## src/rtl/cam_dma_map.svh

```systemverilog
// Register map, field positions, reset values and fixed sizes of the camera write DMA
// Assumes inclusion by the main module and the testbench; the guard keeps one copy
`ifndef CAM_DMA_MAP_SVH
`define CAM_DMA_MAP_SVH
`define ADDR_A_CB_BURST 32'h4f000018
`define ADDR_A_CR_BURST 32'h4f00001c
`define ADDR_B_SIZE 32'h4f000020
`define ADDR_B_LUMA_BASE_1 32'h4f000024
`define ADDR_B_LUMA_BASE_2 32'h4f000028
`define ADDR_B_LUMA_BASE_3 32'h4f00002c
`define ADDR_B_LUMA_BASE_4 32'h4f000030
`define ADDR_B_LUMA_BURST 32'h4f000034
`define ADDR_B_CB_BURST 32'h4f000038
`define ADDR_B_CR_BURST 32'h4f00003c
`define ADDR_CTRL 32'h4f000058
`define ADDR_STATUS 32'h4f000060
`define RST_BURST 32'h00000000
`define RST_WIDTH 10'h320
`define RST_HEIGHT 10'h258
`define RST_LUMA_BASE_1 32'hc073f000
`define RST_LUMA_BASE_2 32'hc07eec80
`define RST_LUMA_BASE_3 32'hc089e900
`define RST_LUMA_BASE_4 32'hc094e580
`define RST_CTRL 32'h00000000
`define SIZE_WIDTH_LSB 10
`define SIZE_HEIGHT_LSB 0
`define CTRL_ENABLE_BIT 0
`define PLANE_Y 2'h0
`define PLANE_CB 2'h1
`define PLANE_CR 2'h2
`define FIFO_DEPTH 16
`define FIFO_LEVEL_W 5
`define BYTES_PER_WORD 32'h00000004
`define RESP_OKAY 2'h0
`define RESP_SLVERR 2'h2
`endif

```

## src/rtl/cam_dma_pkg.sv

```systemverilog
// Types shared by the camera write DMA and its data FIFO
// Assumes the map header for numbers; holds types only
package cam_dma_pkg;
    typedef struct packed {
        logic [15:0] main_len;
        logic [15:0] tail_len;
    } burst_type;
    typedef struct packed {
        logic [1:0] plane;
        logic [31:0] data;
    } fifo_word_type;
    typedef struct packed {
        burst_type a_cb;
        burst_type a_cr;
        logic [9:0] width;
        logic [9:0] height;
        logic [3:0][31:0] luma_base;
        burst_type b_y;
        burst_type b_cb;
        burst_type b_cr;
        logic enable;
    } cfg_type;
    typedef enum logic [1:0] {WR_IDLE, WR_REQ, WR_DATA} wr_state_type;
endpackage : cam_dma_pkg

```

## src/rtl/camera_dma_burst_config.sv

```systemverilog
// Camera write DMA for the format-conversion port: burst configuration registers,
// byte packing, a word FIFO and a burst writer toward the system bus arbiter.
// Assumes an AXI4-Lite master for registers and an arbiter that grants one burst per request.
`timescale 1ns/1ps
`include "cam_dma_map.svh"
module camera_dma_burst_config (
    input wire logic clk_i,
    input wire logic rst_b_i,
    input wire logic [31:0] s_axi_awaddr,
    input wire logic s_axi_awvalid,
    output logic s_axi_awready,
    input wire logic [31:0] s_axi_wdata,
    input wire logic [3:0] s_axi_wstrb,
    input wire logic s_axi_wvalid,
    output logic s_axi_wready,
    output logic [1:0] s_axi_bresp,
    output logic s_axi_bvalid,
    input wire logic s_axi_bready,
    input wire logic [31:0] s_axi_araddr,
    input wire logic s_axi_arvalid,
    output logic s_axi_arready,
    output logic [31:0] s_axi_rdata,
    output logic [1:0] s_axi_rresp,
    output logic s_axi_rvalid,
    input wire logic s_axi_rready,
    input wire logic frame_start_i,
    input wire logic [7:0] pix_data_i,
    input wire logic [1:0] pix_plane_i,
    input wire logic pix_valid_i,
    output logic pix_ready_o,
    input wire logic [31:0] cb_base_i,
    input wire logic [31:0] cr_base_i,
    output logic mem_req_o,
    output logic [31:0] mem_addr_o,
    output logic [15:0] mem_len_o,
    input wire logic mem_ack_i,
    output logic [31:0] mem_wdata_o,
    output logic mem_wvalid_o,
    input wire logic mem_wready_i,
    output logic [31:0] port_a_cb_burst_len_o,
    output logic [31:0] port_a_cr_burst_len_o
);
    cam_dma_pkg::cfg_type cfg, next_cfg;
    logic aw_got, next_aw_got, w_got, next_w_got;
    logic [31:0] aw_addr, next_aw_addr, w_data, next_w_data;
    logic [3:0] w_strb, next_w_strb;
    logic next_awready, next_wready, next_bvalid, next_arready, next_rvalid;
    logic [1:0] next_bresp, next_rresp;
    logic [31:0] next_rdata;
    logic do_write, hit;
    logic [1:0] byte_idx, next_byte_idx, pack_plane, next_pack_plane;
    logic [23:0] pack_buf, next_pack_buf;
    logic next_pix_ready, pix_take, push;
    cam_dma_pkg::fifo_word_type push_word, head_word;
    logic fifo_in_ready, fifo_valid, pop;
    logic [`FIFO_LEVEL_W-1:0] fifo_level;
    cam_dma_pkg::wr_state_type state, next_state;
    logic [1:0] frame_idx, next_frame_idx, line_plane, next_line_plane;
    logic [31:0] plane_ptr [3];
    logic [31:0] next_plane_ptr [3];
    logic [15:0] words_left, next_words_left, load_left, next_load_left, ack_left, next_ack_left;
    logic next_mem_req, next_mem_wvalid;
    logic [31:0] next_mem_addr, next_mem_wdata;
    logic [15:0] next_mem_len, blen;
    cam_dma_pkg::burst_type pb;

    // Byte-lane merge of a register write
    function automatic logic [31:0] merge(input logic [31:0] old, input logic [31:0] val,
                                          input logic [3:0] strb);
        logic [31:0] res;
        res = old;
        for (int i = 0; i < 4; i++) begin
            if (strb[i]) res[i*8 +: 8] = val[i*8 +: 8];
        end
        return res;
    endfunction : merge

    // Bursts of these lengths exist on the system bus
    function automatic logic supported(input logic [15:0] len);
        return len == 16'h0004 || len == 16'h0008 || len == 16'h0010;
    endfunction : supported

    ////////////////////////////////////////////////////////////////////////
    // AXI4-Lite write and read channels with the register file
    always_comb begin
        next_aw_got = aw_got;
        next_w_got = w_got;
        next_aw_addr = aw_addr;
        next_w_data = w_data;
        next_w_strb = w_strb;
        next_bvalid = s_axi_bvalid && !s_axi_bready;
        next_bresp = s_axi_bresp;
        next_cfg = cfg;
        hit = 1'b1;
        if (s_axi_awvalid && s_axi_awready) begin
            next_aw_got = 1'b1;
            next_aw_addr = s_axi_awaddr;
        end
        if (s_axi_wvalid && s_axi_wready) begin
            next_w_got = 1'b1;
            next_w_data = s_axi_wdata;
            next_w_strb = s_axi_wstrb;
        end
        do_write = aw_got && w_got && !s_axi_bvalid;
        if (do_write) begin
            if (aw_addr == `ADDR_A_CB_BURST) begin
                next_cfg.a_cb = merge(cfg.a_cb, w_data, w_strb);
            end else if (aw_addr == `ADDR_A_CR_BURST) begin
                next_cfg.a_cr = merge(cfg.a_cr, w_data, w_strb);
            end else if (aw_addr == `ADDR_B_SIZE) begin
                {next_cfg.width, next_cfg.height} = 20'(merge({12'h000, cfg.width, cfg.height},
                    w_data, w_strb));
            end else if (aw_addr == `ADDR_B_LUMA_BASE_1) begin
                next_cfg.luma_base[0] = merge(cfg.luma_base[0], w_data, w_strb);
            end else if (aw_addr == `ADDR_B_LUMA_BASE_2) begin
                next_cfg.luma_base[1] = merge(cfg.luma_base[1], w_data, w_strb);
            end else if (aw_addr == `ADDR_B_LUMA_BASE_3) begin
                next_cfg.luma_base[2] = merge(cfg.luma_base[2], w_data, w_strb);
            end else if (aw_addr == `ADDR_B_LUMA_BASE_4) begin
                next_cfg.luma_base[3] = merge(cfg.luma_base[3], w_data, w_strb);
            end else if (aw_addr == `ADDR_B_LUMA_BURST) begin
                next_cfg.b_y = merge(cfg.b_y, w_data, w_strb);
            end else if (aw_addr == `ADDR_B_CB_BURST) begin
                next_cfg.b_cb = merge(cfg.b_cb, w_data, w_strb);
            end else if (aw_addr == `ADDR_B_CR_BURST) begin
                next_cfg.b_cr = merge(cfg.b_cr, w_data, w_strb);
            end else if (aw_addr == `ADDR_CTRL) begin
                if (w_strb[0]) next_cfg.enable = w_data[`CTRL_ENABLE_BIT];
            end else begin
                hit = 1'b0;
            end
            next_aw_got = 1'b0;
            next_w_got = 1'b0;
            next_bvalid = 1'b1;
            next_bresp = hit ? `RESP_OKAY : `RESP_SLVERR;
        end
        next_awready = !next_aw_got && !next_bvalid;
        next_wready = !next_w_got && !next_bvalid;
    end

    // Read side: one read in flight, answer one cycle after the address is taken
    always_comb begin
        next_rvalid = s_axi_rvalid && !s_axi_rready;
        next_rdata = s_axi_rdata;
        next_rresp = s_axi_rresp;
        if (s_axi_arvalid && s_axi_arready) begin
            next_rvalid = 1'b1;
            next_rresp = `RESP_OKAY;
            if (s_axi_araddr == `ADDR_A_CB_BURST) next_rdata = cfg.a_cb;
            else if (s_axi_araddr == `ADDR_A_CR_BURST) next_rdata = cfg.a_cr;
            else if (s_axi_araddr == `ADDR_B_SIZE) next_rdata = {12'h000, cfg.width, cfg.height};
            else if (s_axi_araddr == `ADDR_B_LUMA_BASE_1) next_rdata = cfg.luma_base[0];
            else if (s_axi_araddr == `ADDR_B_LUMA_BASE_2) next_rdata = cfg.luma_base[1];
            else if (s_axi_araddr == `ADDR_B_LUMA_BASE_3) next_rdata = cfg.luma_base[2];
            else if (s_axi_araddr == `ADDR_B_LUMA_BASE_4) next_rdata = cfg.luma_base[3];
            else if (s_axi_araddr == `ADDR_B_LUMA_BURST) next_rdata = cfg.b_y;
            else if (s_axi_araddr == `ADDR_B_CB_BURST) next_rdata = cfg.b_cb;
            else if (s_axi_araddr == `ADDR_B_CR_BURST) next_rdata = cfg.b_cr;
            else if (s_axi_araddr == `ADDR_CTRL) next_rdata = {31'h00000000, cfg.enable};
            else if (s_axi_araddr == `ADDR_STATUS) begin
                next_rdata = {19'h0, fifo_level, 2'h0, 2'(state), frame_idx, 2'h0};
            end else begin
                next_rdata = 32'h00000000;
                next_rresp = `RESP_SLVERR;
            end
        end
        next_arready = !next_rvalid;
    end

    always_ff @(posedge clk_i) begin
        if (!rst_b_i) begin
            cfg.a_cb <= `RST_BURST;
            cfg.a_cr <= `RST_BURST;
            cfg.width <= `RST_WIDTH;
            cfg.height <= `RST_HEIGHT;
            cfg.luma_base[0] <= `RST_LUMA_BASE_1;
            cfg.luma_base[1] <= `RST_LUMA_BASE_2;
            cfg.luma_base[2] <= `RST_LUMA_BASE_3;
            cfg.luma_base[3] <= `RST_LUMA_BASE_4;
            cfg.b_y <= `RST_BURST;
            cfg.b_cb <= `RST_BURST;
            cfg.b_cr <= `RST_BURST;
            cfg.enable <= 1'b0;
            aw_got <= 1'b0;
            w_got <= 1'b0;
            aw_addr <= 32'h00000000;
            w_data <= 32'h00000000;
            w_strb <= 4'h0;
            s_axi_awready <= 1'b0;
            s_axi_wready <= 1'b0;
            s_axi_bvalid <= 1'b0;
            s_axi_bresp <= `RESP_OKAY;
            s_axi_arready <= 1'b0;
            s_axi_rvalid <= 1'b0;
            s_axi_rdata <= 32'h00000000;
            s_axi_rresp <= `RESP_OKAY;
        end else begin
            cfg <= next_cfg;
            aw_got <= next_aw_got;
            w_got <= next_w_got;
            aw_addr <= next_aw_addr;
            w_data <= next_w_data;
            w_strb <= next_w_strb;
            s_axi_awready <= next_awready;
            s_axi_wready <= next_wready;
            s_axi_bvalid <= next_bvalid;
            s_axi_bresp <= next_bresp;
            s_axi_arready <= next_arready;
            s_axi_rvalid <= next_rvalid;
            s_axi_rdata <= next_rdata;
            s_axi_rresp <= next_rresp;
        end
    end

    assign port_a_cb_burst_len_o = cfg.a_cb;
    assign port_a_cr_burst_len_o = cfg.a_cr;

    ////////////////////////////////////////////////////////////////////////
    // Byte packer: four samples per word, first sample in the low byte
    always_comb begin
        pix_take = pix_valid_i && pix_ready_o;
        next_byte_idx = byte_idx;
        next_pack_buf = pack_buf;
        next_pack_plane = pack_plane;
        push = 1'b0;
        push_word.plane = pack_plane;
        push_word.data = {pix_data_i, pack_buf};
        if (pix_take) begin
            next_byte_idx = byte_idx + 2'h1;
            if (byte_idx == 2'h0) next_pack_plane = pix_plane_i;
            if (byte_idx == 2'h3) push = 1'b1;
            else next_pack_buf = {pix_data_i, pack_buf[23:8]};
        end
        // Ready only with room left for a word pushed before the next update
        next_pix_ready = cfg.enable && fifo_in_ready && fifo_level <= `FIFO_LEVEL_W'(`FIFO_DEPTH - 2);
    end

    always_ff @(posedge clk_i) begin
        if (!rst_b_i) begin
            byte_idx <= 2'h0;
            pack_buf <= 24'h000000;
            pack_plane <= `PLANE_Y;
            pix_ready_o <= 1'b0;
        end else begin
            byte_idx <= next_byte_idx;
            pack_buf <= next_pack_buf;
            pack_plane <= next_pack_plane;
            pix_ready_o <= next_pix_ready;
        end
    end

    // Word FIFO between the packer and the bus writer
    sync_fifo #(.WIDTH(34), .DEPTH(`FIFO_DEPTH), .LW(`FIFO_LEVEL_W)) i_sync_fifo (
        .clk_i(clk_i),
        .rst_b_i(rst_b_i),
        .in_valid_i(push),
        .in_data_i(push_word),
        .in_ready_o(fifo_in_ready),
        .out_valid_o(fifo_valid),
        .out_data_o(head_word),
        .out_ready_i(pop),
        .level_o(fifo_level)
    );

    ////////////////////////////////////////////////////////////////////////
    // Burst writer: line split into main and remainder bursts per plane
    always_comb begin
        next_state = state;
        next_frame_idx = frame_idx;
        next_line_plane = line_plane;
        next_plane_ptr = plane_ptr;
        next_words_left = words_left;
        next_load_left = load_left;
        next_ack_left = ack_left;
        next_mem_req = mem_req_o;
        next_mem_addr = mem_addr_o;
        next_mem_len = mem_len_o;
        next_mem_wdata = mem_wdata_o;
        pb = (line_plane == `PLANE_Y) ? cfg.b_y : (line_plane == `PLANE_CB) ? cfg.b_cb : cfg.b_cr;
        // main bursts while more than the remainder is left
        if (words_left > pb.tail_len) begin
            blen = (pb.main_len == 16'h0000) ? 16'h0001 : pb.main_len;
            if (blen > words_left) blen = words_left;
        end else begin
            blen = supported(words_left) ? words_left : 16'h0001;
        end
        pop = state == cam_dma_pkg::WR_DATA && load_left != 16'h0000 && fifo_valid
            && (!mem_wvalid_o || mem_wready_i);
        next_mem_wvalid = pop ? 1'b1 : (mem_wready_i ? 1'b0 : mem_wvalid_o);
        if (pop) begin
            next_mem_wdata = head_word.data;
            next_load_left = load_left - 16'h0001;
        end
        case (state)
            cam_dma_pkg::WR_IDLE: begin
                if (frame_start_i) begin
                    // rotate to the next of the four luma memories and rewind plane pointers
                    next_plane_ptr[0] = cfg.luma_base[frame_idx];
                    next_plane_ptr[1] = cb_base_i;
                    next_plane_ptr[2] = cr_base_i;
                    next_frame_idx = frame_idx + 2'h1;
                    next_words_left = 16'h0000;
                end else if (words_left != 16'h0000) begin
                    next_state = cam_dma_pkg::WR_REQ;
                    next_mem_req = 1'b1;
                    next_mem_addr = plane_ptr[line_plane];
                    next_mem_len = blen;
                    next_load_left = blen;
                    next_ack_left = blen;
                end else if (fifo_valid) begin
                    next_line_plane = head_word.plane;
                    next_words_left = (head_word.plane == `PLANE_Y) ? 16'(cfg.width[9:2])
                        : 16'(cfg.width[9:3]);
                end
            end
            cam_dma_pkg::WR_REQ: begin
                if (mem_ack_i) begin
                    next_mem_req = 1'b0;
                    next_state = cam_dma_pkg::WR_DATA;
                end
            end
            cam_dma_pkg::WR_DATA: begin
                if (mem_wvalid_o && mem_wready_i) begin
                    next_plane_ptr[line_plane] = plane_ptr[line_plane] + `BYTES_PER_WORD;
                    next_words_left = words_left - 16'h0001;
                    next_ack_left = ack_left - 16'h0001;
                    if (ack_left == 16'h0001) next_state = cam_dma_pkg::WR_IDLE;
                end
            end
            default: next_state = cam_dma_pkg::WR_IDLE;
        endcase
    end

    always_ff @(posedge clk_i) begin
        if (!rst_b_i) begin
            state <= cam_dma_pkg::WR_IDLE;
            frame_idx <= 2'h0;
            line_plane <= `PLANE_Y;
            plane_ptr[0] <= `RST_LUMA_BASE_1;
            plane_ptr[1] <= 32'h00000000;
            plane_ptr[2] <= 32'h00000000;
            words_left <= 16'h0000;
            load_left <= 16'h0000;
            ack_left <= 16'h0000;
            mem_req_o <= 1'b0;
            mem_addr_o <= 32'h00000000;
            mem_len_o <= 16'h0000;
            mem_wdata_o <= 32'h00000000;
            mem_wvalid_o <= 1'b0;
        end else begin
            state <= next_state;
            frame_idx <= next_frame_idx;
            line_plane <= next_line_plane;
            plane_ptr <= next_plane_ptr;
            words_left <= next_words_left;
            load_left <= next_load_left;
            ack_left <= next_ack_left;
            mem_req_o <= next_mem_req;
            mem_addr_o <= next_mem_addr;
            mem_len_o <= next_mem_len;
            mem_wdata_o <= next_mem_wdata;
            mem_wvalid_o <= next_mem_wvalid;
        end
    end
endmodule : camera_dma_burst_config

```

## src/rtl/sync_fifo.sv

```systemverilog
// Synchronous FIFO with valid and ready on both sides and a fill level
// Assumes one clock and a synchronous active-low reset
`timescale 1ns/1ps
module sync_fifo #(
    parameter int WIDTH = 34,
    parameter int DEPTH = 16,
    parameter int LW = 5
) (
    input wire logic clk_i,
    input wire logic rst_b_i,
    input wire logic in_valid_i,
    input wire logic [WIDTH-1:0] in_data_i,
    output logic in_ready_o,
    output logic out_valid_o,
    output logic [WIDTH-1:0] out_data_o,
    input wire logic out_ready_i,
    output logic [LW-1:0] level_o
);
    localparam int AW = $clog2(DEPTH);
    logic [WIDTH-1:0] mem [DEPTH];
    logic [AW-1:0] wr_ptr, rd_ptr, next_wr_ptr, next_rd_ptr;
    logic [LW-1:0] level, next_level;
    logic push, pop;

    ////////////////////////////////////////////////////////////////////////
    // Handshakes and pointer updates
    always_comb begin
        push = in_valid_i && in_ready_o;
        pop = out_valid_o && out_ready_i;
        next_wr_ptr = push ? wr_ptr + AW'(1) : wr_ptr;
        next_rd_ptr = pop ? rd_ptr + AW'(1) : rd_ptr;
        next_level = level + LW'(push) - LW'(pop);
    end

    always_ff @(posedge clk_i) begin
        if (!rst_b_i) begin
            wr_ptr <= '0;
            rd_ptr <= '0;
            level <= '0;
        end else begin
            wr_ptr <= next_wr_ptr;
            rd_ptr <= next_rd_ptr;
            level <= next_level;
        end
    end

    // Storage has no reset; only written words are ever read
    always_ff @(posedge clk_i) begin
        if (push) begin
            mem[wr_ptr] <= in_data_i;
        end
    end

    assign in_ready_o = level != LW'(DEPTH);
    assign out_valid_o = level != '0;
    assign out_data_o = mem[rd_ptr];
    assign level_o = level;
endmodule : sync_fifo

```

## config.mk

```make
export PLATFORM = sky130hd
export DESIGN_NAME = camera_dma_burst_config
export DESIGN_NICKNAME = d
export VERILOG_FILES = /design/src/rtl/cam_dma_pkg.sv /design/src/rtl/camera_dma_burst_config.sv /design/src/rtl/sync_fifo.sv
export VERILOG_INCLUDE_DIRS = /design/src /design/src/rtl
export SDC_FILE = /design/constraint.sdc
export NUM_CORES = 2
export LEC_CHECK = 0
export ABC_CLOCK_PERIOD_IN_PS = 11400
export BUFFER_PORTS_ARGS = -buffer_cell sky130_fd_sc_hd__buf_2
export CORE_UTILIZATION = 35
export CTS_CLUSTER_DIAMETER = 30
export DETAILED_ROUTE_END_ITERATION = 8
export PLACE_DENSITY = 0.62
export SLEW_MARGIN = 0
export SYNTH_ARGS = -nofsm -noshare
export SYNTH_HDL_FRONTEND = slang
export SYNTH_SLANG_ARGS = --single-unit
```

## constraint.sdc

```tcl
create_clock -name clk_i -period 11.4 [get_ports clk_i]
set_input_delay 3.42 -clock clk_i [delete_from_list [all_inputs] [get_ports clk_i]]
set_output_delay 3.42 -clock clk_i [all_outputs]
set_load 0.1 [all_outputs]
```

# Word-level counts from Yosys, hierarchy flattened

Memory sizes are Yosys's and may differ from the RTL's. A register that Yosys moved wholly into a read port is not among the register bits.
Cells that the tools add are included.
Widths: inputs -> output; s select.

Flip-flop bits (word level): 694
Bits in writable memories: 544
Output and inout bits: 188
Logic and storage cells: 329
Memories: 1

Memories:

| name            | words | width | rd ports | clocked after memory_dff | write ports | RTL line        | source |
|---|---|---|---|---|---|---|---|
| i_sync_fifo.mem | 16    | 34    | 1        | 1                        | 1           | sync_fifo.sv:20 | `logic [WIDTH-1:0] mem [DEPTH];` |

$add $sub $neg: 10
$lt $le $gt $ge: 6
Equal/unequal tests: 40
Muxes and demuxes: 92
Bitwise logic cells: 14
Reductions and logical operators: 91

Operators by type and width:

| operator              | count |
|---|---|
| $eq 32x31->1 const B  | 23 |
| $mux 32               | 16 |
| $mux 16               | 15 |
| $mux 96               | 2 |
| $pmux 96 s2           | 1 |
| $bmux 32 s2           | 2 |
| $bwmux 96             | 1 |
| $demux 32 s2          | 1 |
| $pmux 16 s2           | 2 |
| $reduce_and 12->1     | 4 |
| $sub 16x1->16 const B | 3 |
| $reduce_and 11->1     | 4 |
| $reduce_and 10->1     | 4 |
| $mux 2                | 18 |
| $reduce_and 9->1      | 4 |
| $add 32x3->32 const B | 1 |
| $gt 16x16->1          | 2 |
| $reduce_and 4->1      | 8 |
| $reduce_and 8->1      | 4 |
| $reduce_bool 16->1    | 2 |
| $reduce_and 7->1      | 4 |
| $mux 1                | 27 |
| $mux 13               | 2 |
| $reduce_and 6->1      | 4 |
| 35 further kinds      | 99 |

# Depth between registers and ports, before layout

Depth after elaboration: 14
Depth in mapped cells: 19

# By module

A second synthesis with hierarchy kept.

Cell total of the unflattened synthesis: 4991
Area, all modules: 54393.4 um2

By module, submodules not included:

| module                  | instances | cells each | area each (um2) |
|---|---|---|---|
| camera_dma_burst_config | 1         | 4048       | 33144.3 |
| sync_fifo               | 1         | 943        | 21249.1 |

# Worst setup path after synthesis

OpenSTA, ideal clock, no wires.

Kind: input port to flip-flop
From: in pix_valid_i
To: mem i_sync_fifo.mem[3][0], enable pin
Setup time: 467 ps
Arrival time: 6616 ps
Slack: 4316 ps
Stages: 4
Path through: nand3_1 a41oi_1 nand2_1 nor3_1

Longest elaborated chain between the ends: 5

Ends and longest elaborated chain:

| item                         | RTL line                       | source |
|---|---|---|
| start: declaration           | camera_dma_burst_config.sv:29  | `input wire logic pix_valid_i,` |
| $logic_and 1x1->1            | camera_dma_burst_config.sv:221 | `pix_take = pix_valid_i && pix_ready_o;` |
| $mux 1                       | camera_dma_burst_config.sv:228 | `if (pix_take) begin` |
| $logic_and 1x1->1            | sync_fifo.sv:28                | `push = in_valid_i && in_ready_o;` |
| via i_sync_fifo.push         | sync_fifo.sv:23                | `logic push, pop;` |
| $mux 1                       | sync_fifo.sv:49                | `if (push) begin` |
| $mux 1 (not written as such) | sync_fifo.sv:50                | `mem[wr_ptr] <= in_data_i;` |
| end: declaration             | sync_fifo.sv:20                |  |

The timed path passes the listed nets, and every way through them passes these cells.

# Worst setup path in the final report

From: in s_axi_araddr[28]
To: reg s_axi_rdata[8]

Longest elaborated chain between the ends: 13
Elaborated cells on any way between the ends: 24
Classes of those cells: eq/ne: 12; mux: 12

Ends and longest elaborated chain:

| item                   | RTL line                       | source |
|---|---|---|
| start: declaration     | camera_dma_burst_config.sv:19  | `input wire logic [31:0] s_axi_araddr,` |
| $eq 32x31->1 (no line) | n/a                            |  |
| $mux 13                | camera_dma_burst_config.sv:160 | `` else if (s_axi_araddr == `ADDR_STATUS) begin `` |
| $mux 13                | camera_dma_burst_config.sv:159 | `` else if (s_axi_araddr == `ADDR_CTRL) next_rdata = {31'h00000000, cfg.enable}; `` |
| $mux 32                | camera_dma_burst_config.sv:158 | `` else if (s_axi_araddr == `ADDR_B_CR_BURST) next_rdata = cfg.b_cr; `` |
| $mux 32                | camera_dma_burst_config.sv:157 | `` else if (s_axi_araddr == `ADDR_B_CB_BURST) next_rdata = cfg.b_cb; `` |
| $mux 32                | camera_dma_burst_config.sv:156 | `` else if (s_axi_araddr == `ADDR_B_LUMA_BURST) next_rdata = cfg.b_y; `` |
| $mux 32                | camera_dma_burst_config.sv:155 | `` else if (s_axi_araddr == `ADDR_B_LUMA_BASE_4) next_rdata = cfg.luma_base[3]; `` |
| $mux 32                | camera_dma_burst_config.sv:154 | `` else if (s_axi_araddr == `ADDR_B_LUMA_BASE_3) next_rdata = cfg.luma_base[2]; `` |
| $mux 32                | camera_dma_burst_config.sv:153 | `` else if (s_axi_araddr == `ADDR_B_LUMA_BASE_2) next_rdata = cfg.luma_base[1]; `` |
| $mux 32                | camera_dma_burst_config.sv:152 | `` else if (s_axi_araddr == `ADDR_B_LUMA_BASE_1) next_rdata = cfg.luma_base[0]; `` |
| $mux 32                | camera_dma_burst_config.sv:151 | `` else if (s_axi_araddr == `ADDR_B_SIZE) next_rdata = {12'h000, cfg.width, cfg.height}; `` |
| $mux 32                | camera_dma_burst_config.sv:150 | `` else if (s_axi_araddr == `ADDR_A_CR_BURST) next_rdata = cfg.a_cr; `` |
| $mux 32 (*)            | camera_dma_burst_config.sv:149 | `` if (s_axi_araddr == `ADDR_A_CB_BURST) next_rdata = cfg.a_cb; `` |
| end signal: assignment | camera_dma_burst_config.sv:210 | `s_axi_rdata <= next_rdata;` |
| end: declaration       | camera_dma_burst_config.sv:22  | `output logic [31:0] s_axi_rdata,` |

Every way passes the cells marked *; elsewhere a longest branch is shown, timed or not.
A chain may end at the register's enable or synchronous reset.

==> impl_results.md <==
- Outcome: finished clean
- Critical path class: primary input to flip-flop
- Area growth syn-to-layout: 24.2%
- Startpoint types: primary input
- Synth top cells by count: nand2_1 (959), dfxtp_1 (696), a21oi_1 (551), edfxtp_1 (544)
- Slew HR: between 4 and 5%
- Lkg Pwr: around 23 nW
- Die width: roughly 390 um
- Total of max-cap violations: 0
- Clock sinks: about 1200
- Final TNS setup: 0 ps
- Routed len/inst: between 20 and 25 um
- Post-CTS Setup Bufs: 0
- Yosys top cell by area: edfxtp_1
- Vias: 43000
- Final setup violation count: 0
- Asr flop ratio synth: 0%
- Avg Cell Area, Syn: ~11 um^2
- # nets final: around 5500
- Share of cells above drive strength 1: 21.8%
- Starting Density: 35.4%
- Largest net degree at the start of global routing: 143
- Final Hold Viols: 0
- Core Area: between 150000 and 200000 um^2
- Top post-synthesis cells by area: edfxtp_1 (30%), dfxtp_1 (26%), mux4_2 (8.5%)
- Top-area cell type share of the netlist area: between 30% and 40%
- Final HPWL DP: about 110000 um
- Mapped Area: roughly 54000 um^2
- Main synth FF type: dfxtp_1
- Minimum clock period: approximately 6300 ps
- Die H: 394 um
- # IOs: roughly 370
- Antenna violations before repair: 15
- Placer Congestion: between 0.9 and 1
- Die footprint: about 160000 um^2
- Fmax: 0.158 GHz
- Port Buffers: 370
- Max FO, Critical Path: 17
- Placed cell area: around 57000 um^2
- H-tree levels: 5
- Antenna viol nets, final: 0
- # DRC: 0
- Count leader, synth: nand2_1
- Post-route clock period utilization: between 50% and 60%
- Clk_skew: 108 ps
- Crit path required time: ~12000 ps
- VDD IR max: roughly 0.00017 V
- Pwr Density: about 240 nW/um^2
- CTS tree: built
- Arr. time, crit path: approximately 7000 ps
- CTS resizes: 0
- Row count: approximately 140
- Number of flops mapped to enable cells by yosys: 544
- Clk_lat worst skew: 910 ps
- CP Capture Type: flip-flop
- Reg clk slew, reported paths: 40 ps
- Sequential area share after synthesis: 56.2%
- #FFs+latches synth: between 1000 and 1500
- Via/cell ratio: ~5.7
- Final wirelength: 179000 um
- 1st-iter DRT viols: 4521
- HP Class: flip-flop to flip-flop
- Overall Global Routing Usage: between 20 and 25%
- Gr ovfl total: 0
- Worst-Margin Slew: 1420 ps
- CTS max path bufs: 4
- Clock root buffer: clkbuf_16
- DRT Pass-1 Iters: 7
- Vias in the first global route: between 40000 and 50000
- RSZ-0062 raised after global routing: no
- Synthesized instance count: roughly 5000
- Distinct cell type count after synthesis: 88
- Global-route wire length before repair: around 270000 um
- CTS Hold Bufs: 0
- Design area: roughly 67000 um^2
- Slew Limit Fails: 0
- Yosys warns: 0
- TritonCTS Buffers: between 200 and 300
- Fillcell total: around 14000
## sequential cells by signal (all words and copies together) (netlist names), 5 cells and up, named ones only
signal / cells
cfg: 245
mem_len_o: 16
mem_wdata_o: 32
w_data: 32
plane_ptr: 96
words_left: 16
aw_addr: 32
i_sync_fifo.mem: 544
mem_addr_o: 32
s_axi_rdata: 32
port_a_cr_burst_len_o: 32
load_left: 16
pack_buf: 24
i_sync_fifo.level_o: 5
port_a_cb_burst_len_o: 32
ack_left: 16
## final cells by class
cell class	instances	area, um^2	share of cell area (%)
antenna	2	5.00	0.00748
clock buffer	366	7900	11.8
clock inverter	139	1880	2.81
inverter	45	176	0.264
multi-input combinational	3264	21600	32.3
sequential	1240	30300	45.3
tap	2030	2540	3.80
timing repair buffer	453	2490	3.73
## where the power goes
group	leakage, nW	internal (mW)	switching, mW
registers	10.3	4.85	0.226
logic	7.97	0.753	1.90
clock network	4.73	5.80	2.51
total	23.0	11.4	4.64
## routing by layer
layer	routed length [um]	track usage, %	up-vias
met2	84000	35.8	2215
li1	-	-	19010
met4	8890	11.0	12
met5	97	0	-
met3	15000	4.67	538
met1	71400	28.6	21225
## worst max-delay path, cell delays in order
cell and delay, ps:
buf_2 90, nor4b_1 390, nand4_1 890, nor3_2 880, nand2_1 660, o22a_1 410, a31oi_1 180, nor4_1 70
## stage by stage
| stage | utilization (%) | hold WS (ps) | worst slack (ps) | total power, mW | std cells |
|---|---|---|---|---|---|
| after floorplan | - | 423 | 4320 | 7.04 | 4983 |
| after global placement | 37.5 | 433 | 4450 | 7.74 | 7032 |
| after detailed placement | 37.5 | 443 | 4340 | 7.77 | 7032 |
| after CTS | 43.9 | 451 | 5250 | 16.1 | 7537 |
| after global routing | 43.9 | 466 | 4960 | 16.6 | 7537 |
| final | 43.9 | 448 | 5080 | 16.0 | 7539 |
## cell families (layout without fill, tap and decap cells)
kind of cell	after synthesis	count (layout)	synth area share, %
AND/OR/NAND/NOR	1692	1692	13.9
flip-flops	1240	1240	56.2
AO/OA/AOI/OAI	1135	1135	12.8
buffers and inverters	479	1003	4.11
multiplexers	324	324	10.7
XOR/XNOR	56	56	0.911
adder cells (fa/ha/maj)	55	55	1.29
other	1	4	0.00697
## path summary, 6_finish.rpt
path                     from              to  slack [ps]  depth (start not counted)
min              mem_len_o[6]    mem_len_o[6]         450                          2
max reg2reg     line_plane[0]    mem_len_o[2]        5870                         15
min reg2reg      mem_len_o[6]    mem_len_o[6]         450                          2
max          s_axi_araddr[28]  s_axi_rdata[8]        5080                          8
## cells in the final DEF, fill, tap and decap left out, types with 20 or more instances in the layout
cell type   count
inv_1          43
xor2_1         21
a22oi_1        62
xnor2_1        35
nand4_1        41
clkinv_2       40
bufinv_16      42
and2_1         40
nor3_1         84
ha_1           54
buf_4          82
a22o_1         20
clkbuf_1       48
nand3_1       143
edfxtp_1      544
a211oi_1       31
o21ai_0       159
clkinvlp_4     25
nor4_1         36
o22ai_1        88
mux4_2        202
mux2i_1       114
o221ai_1       40
dfxtp_1       688
a21oi_1       551
buf_2         369
nor2_1        237
clkbuf_8       21
clkbuf_16     297
nand2_1       957
a221oi_1       32
No activity file was read; power rests on OpenSTA's default activity.
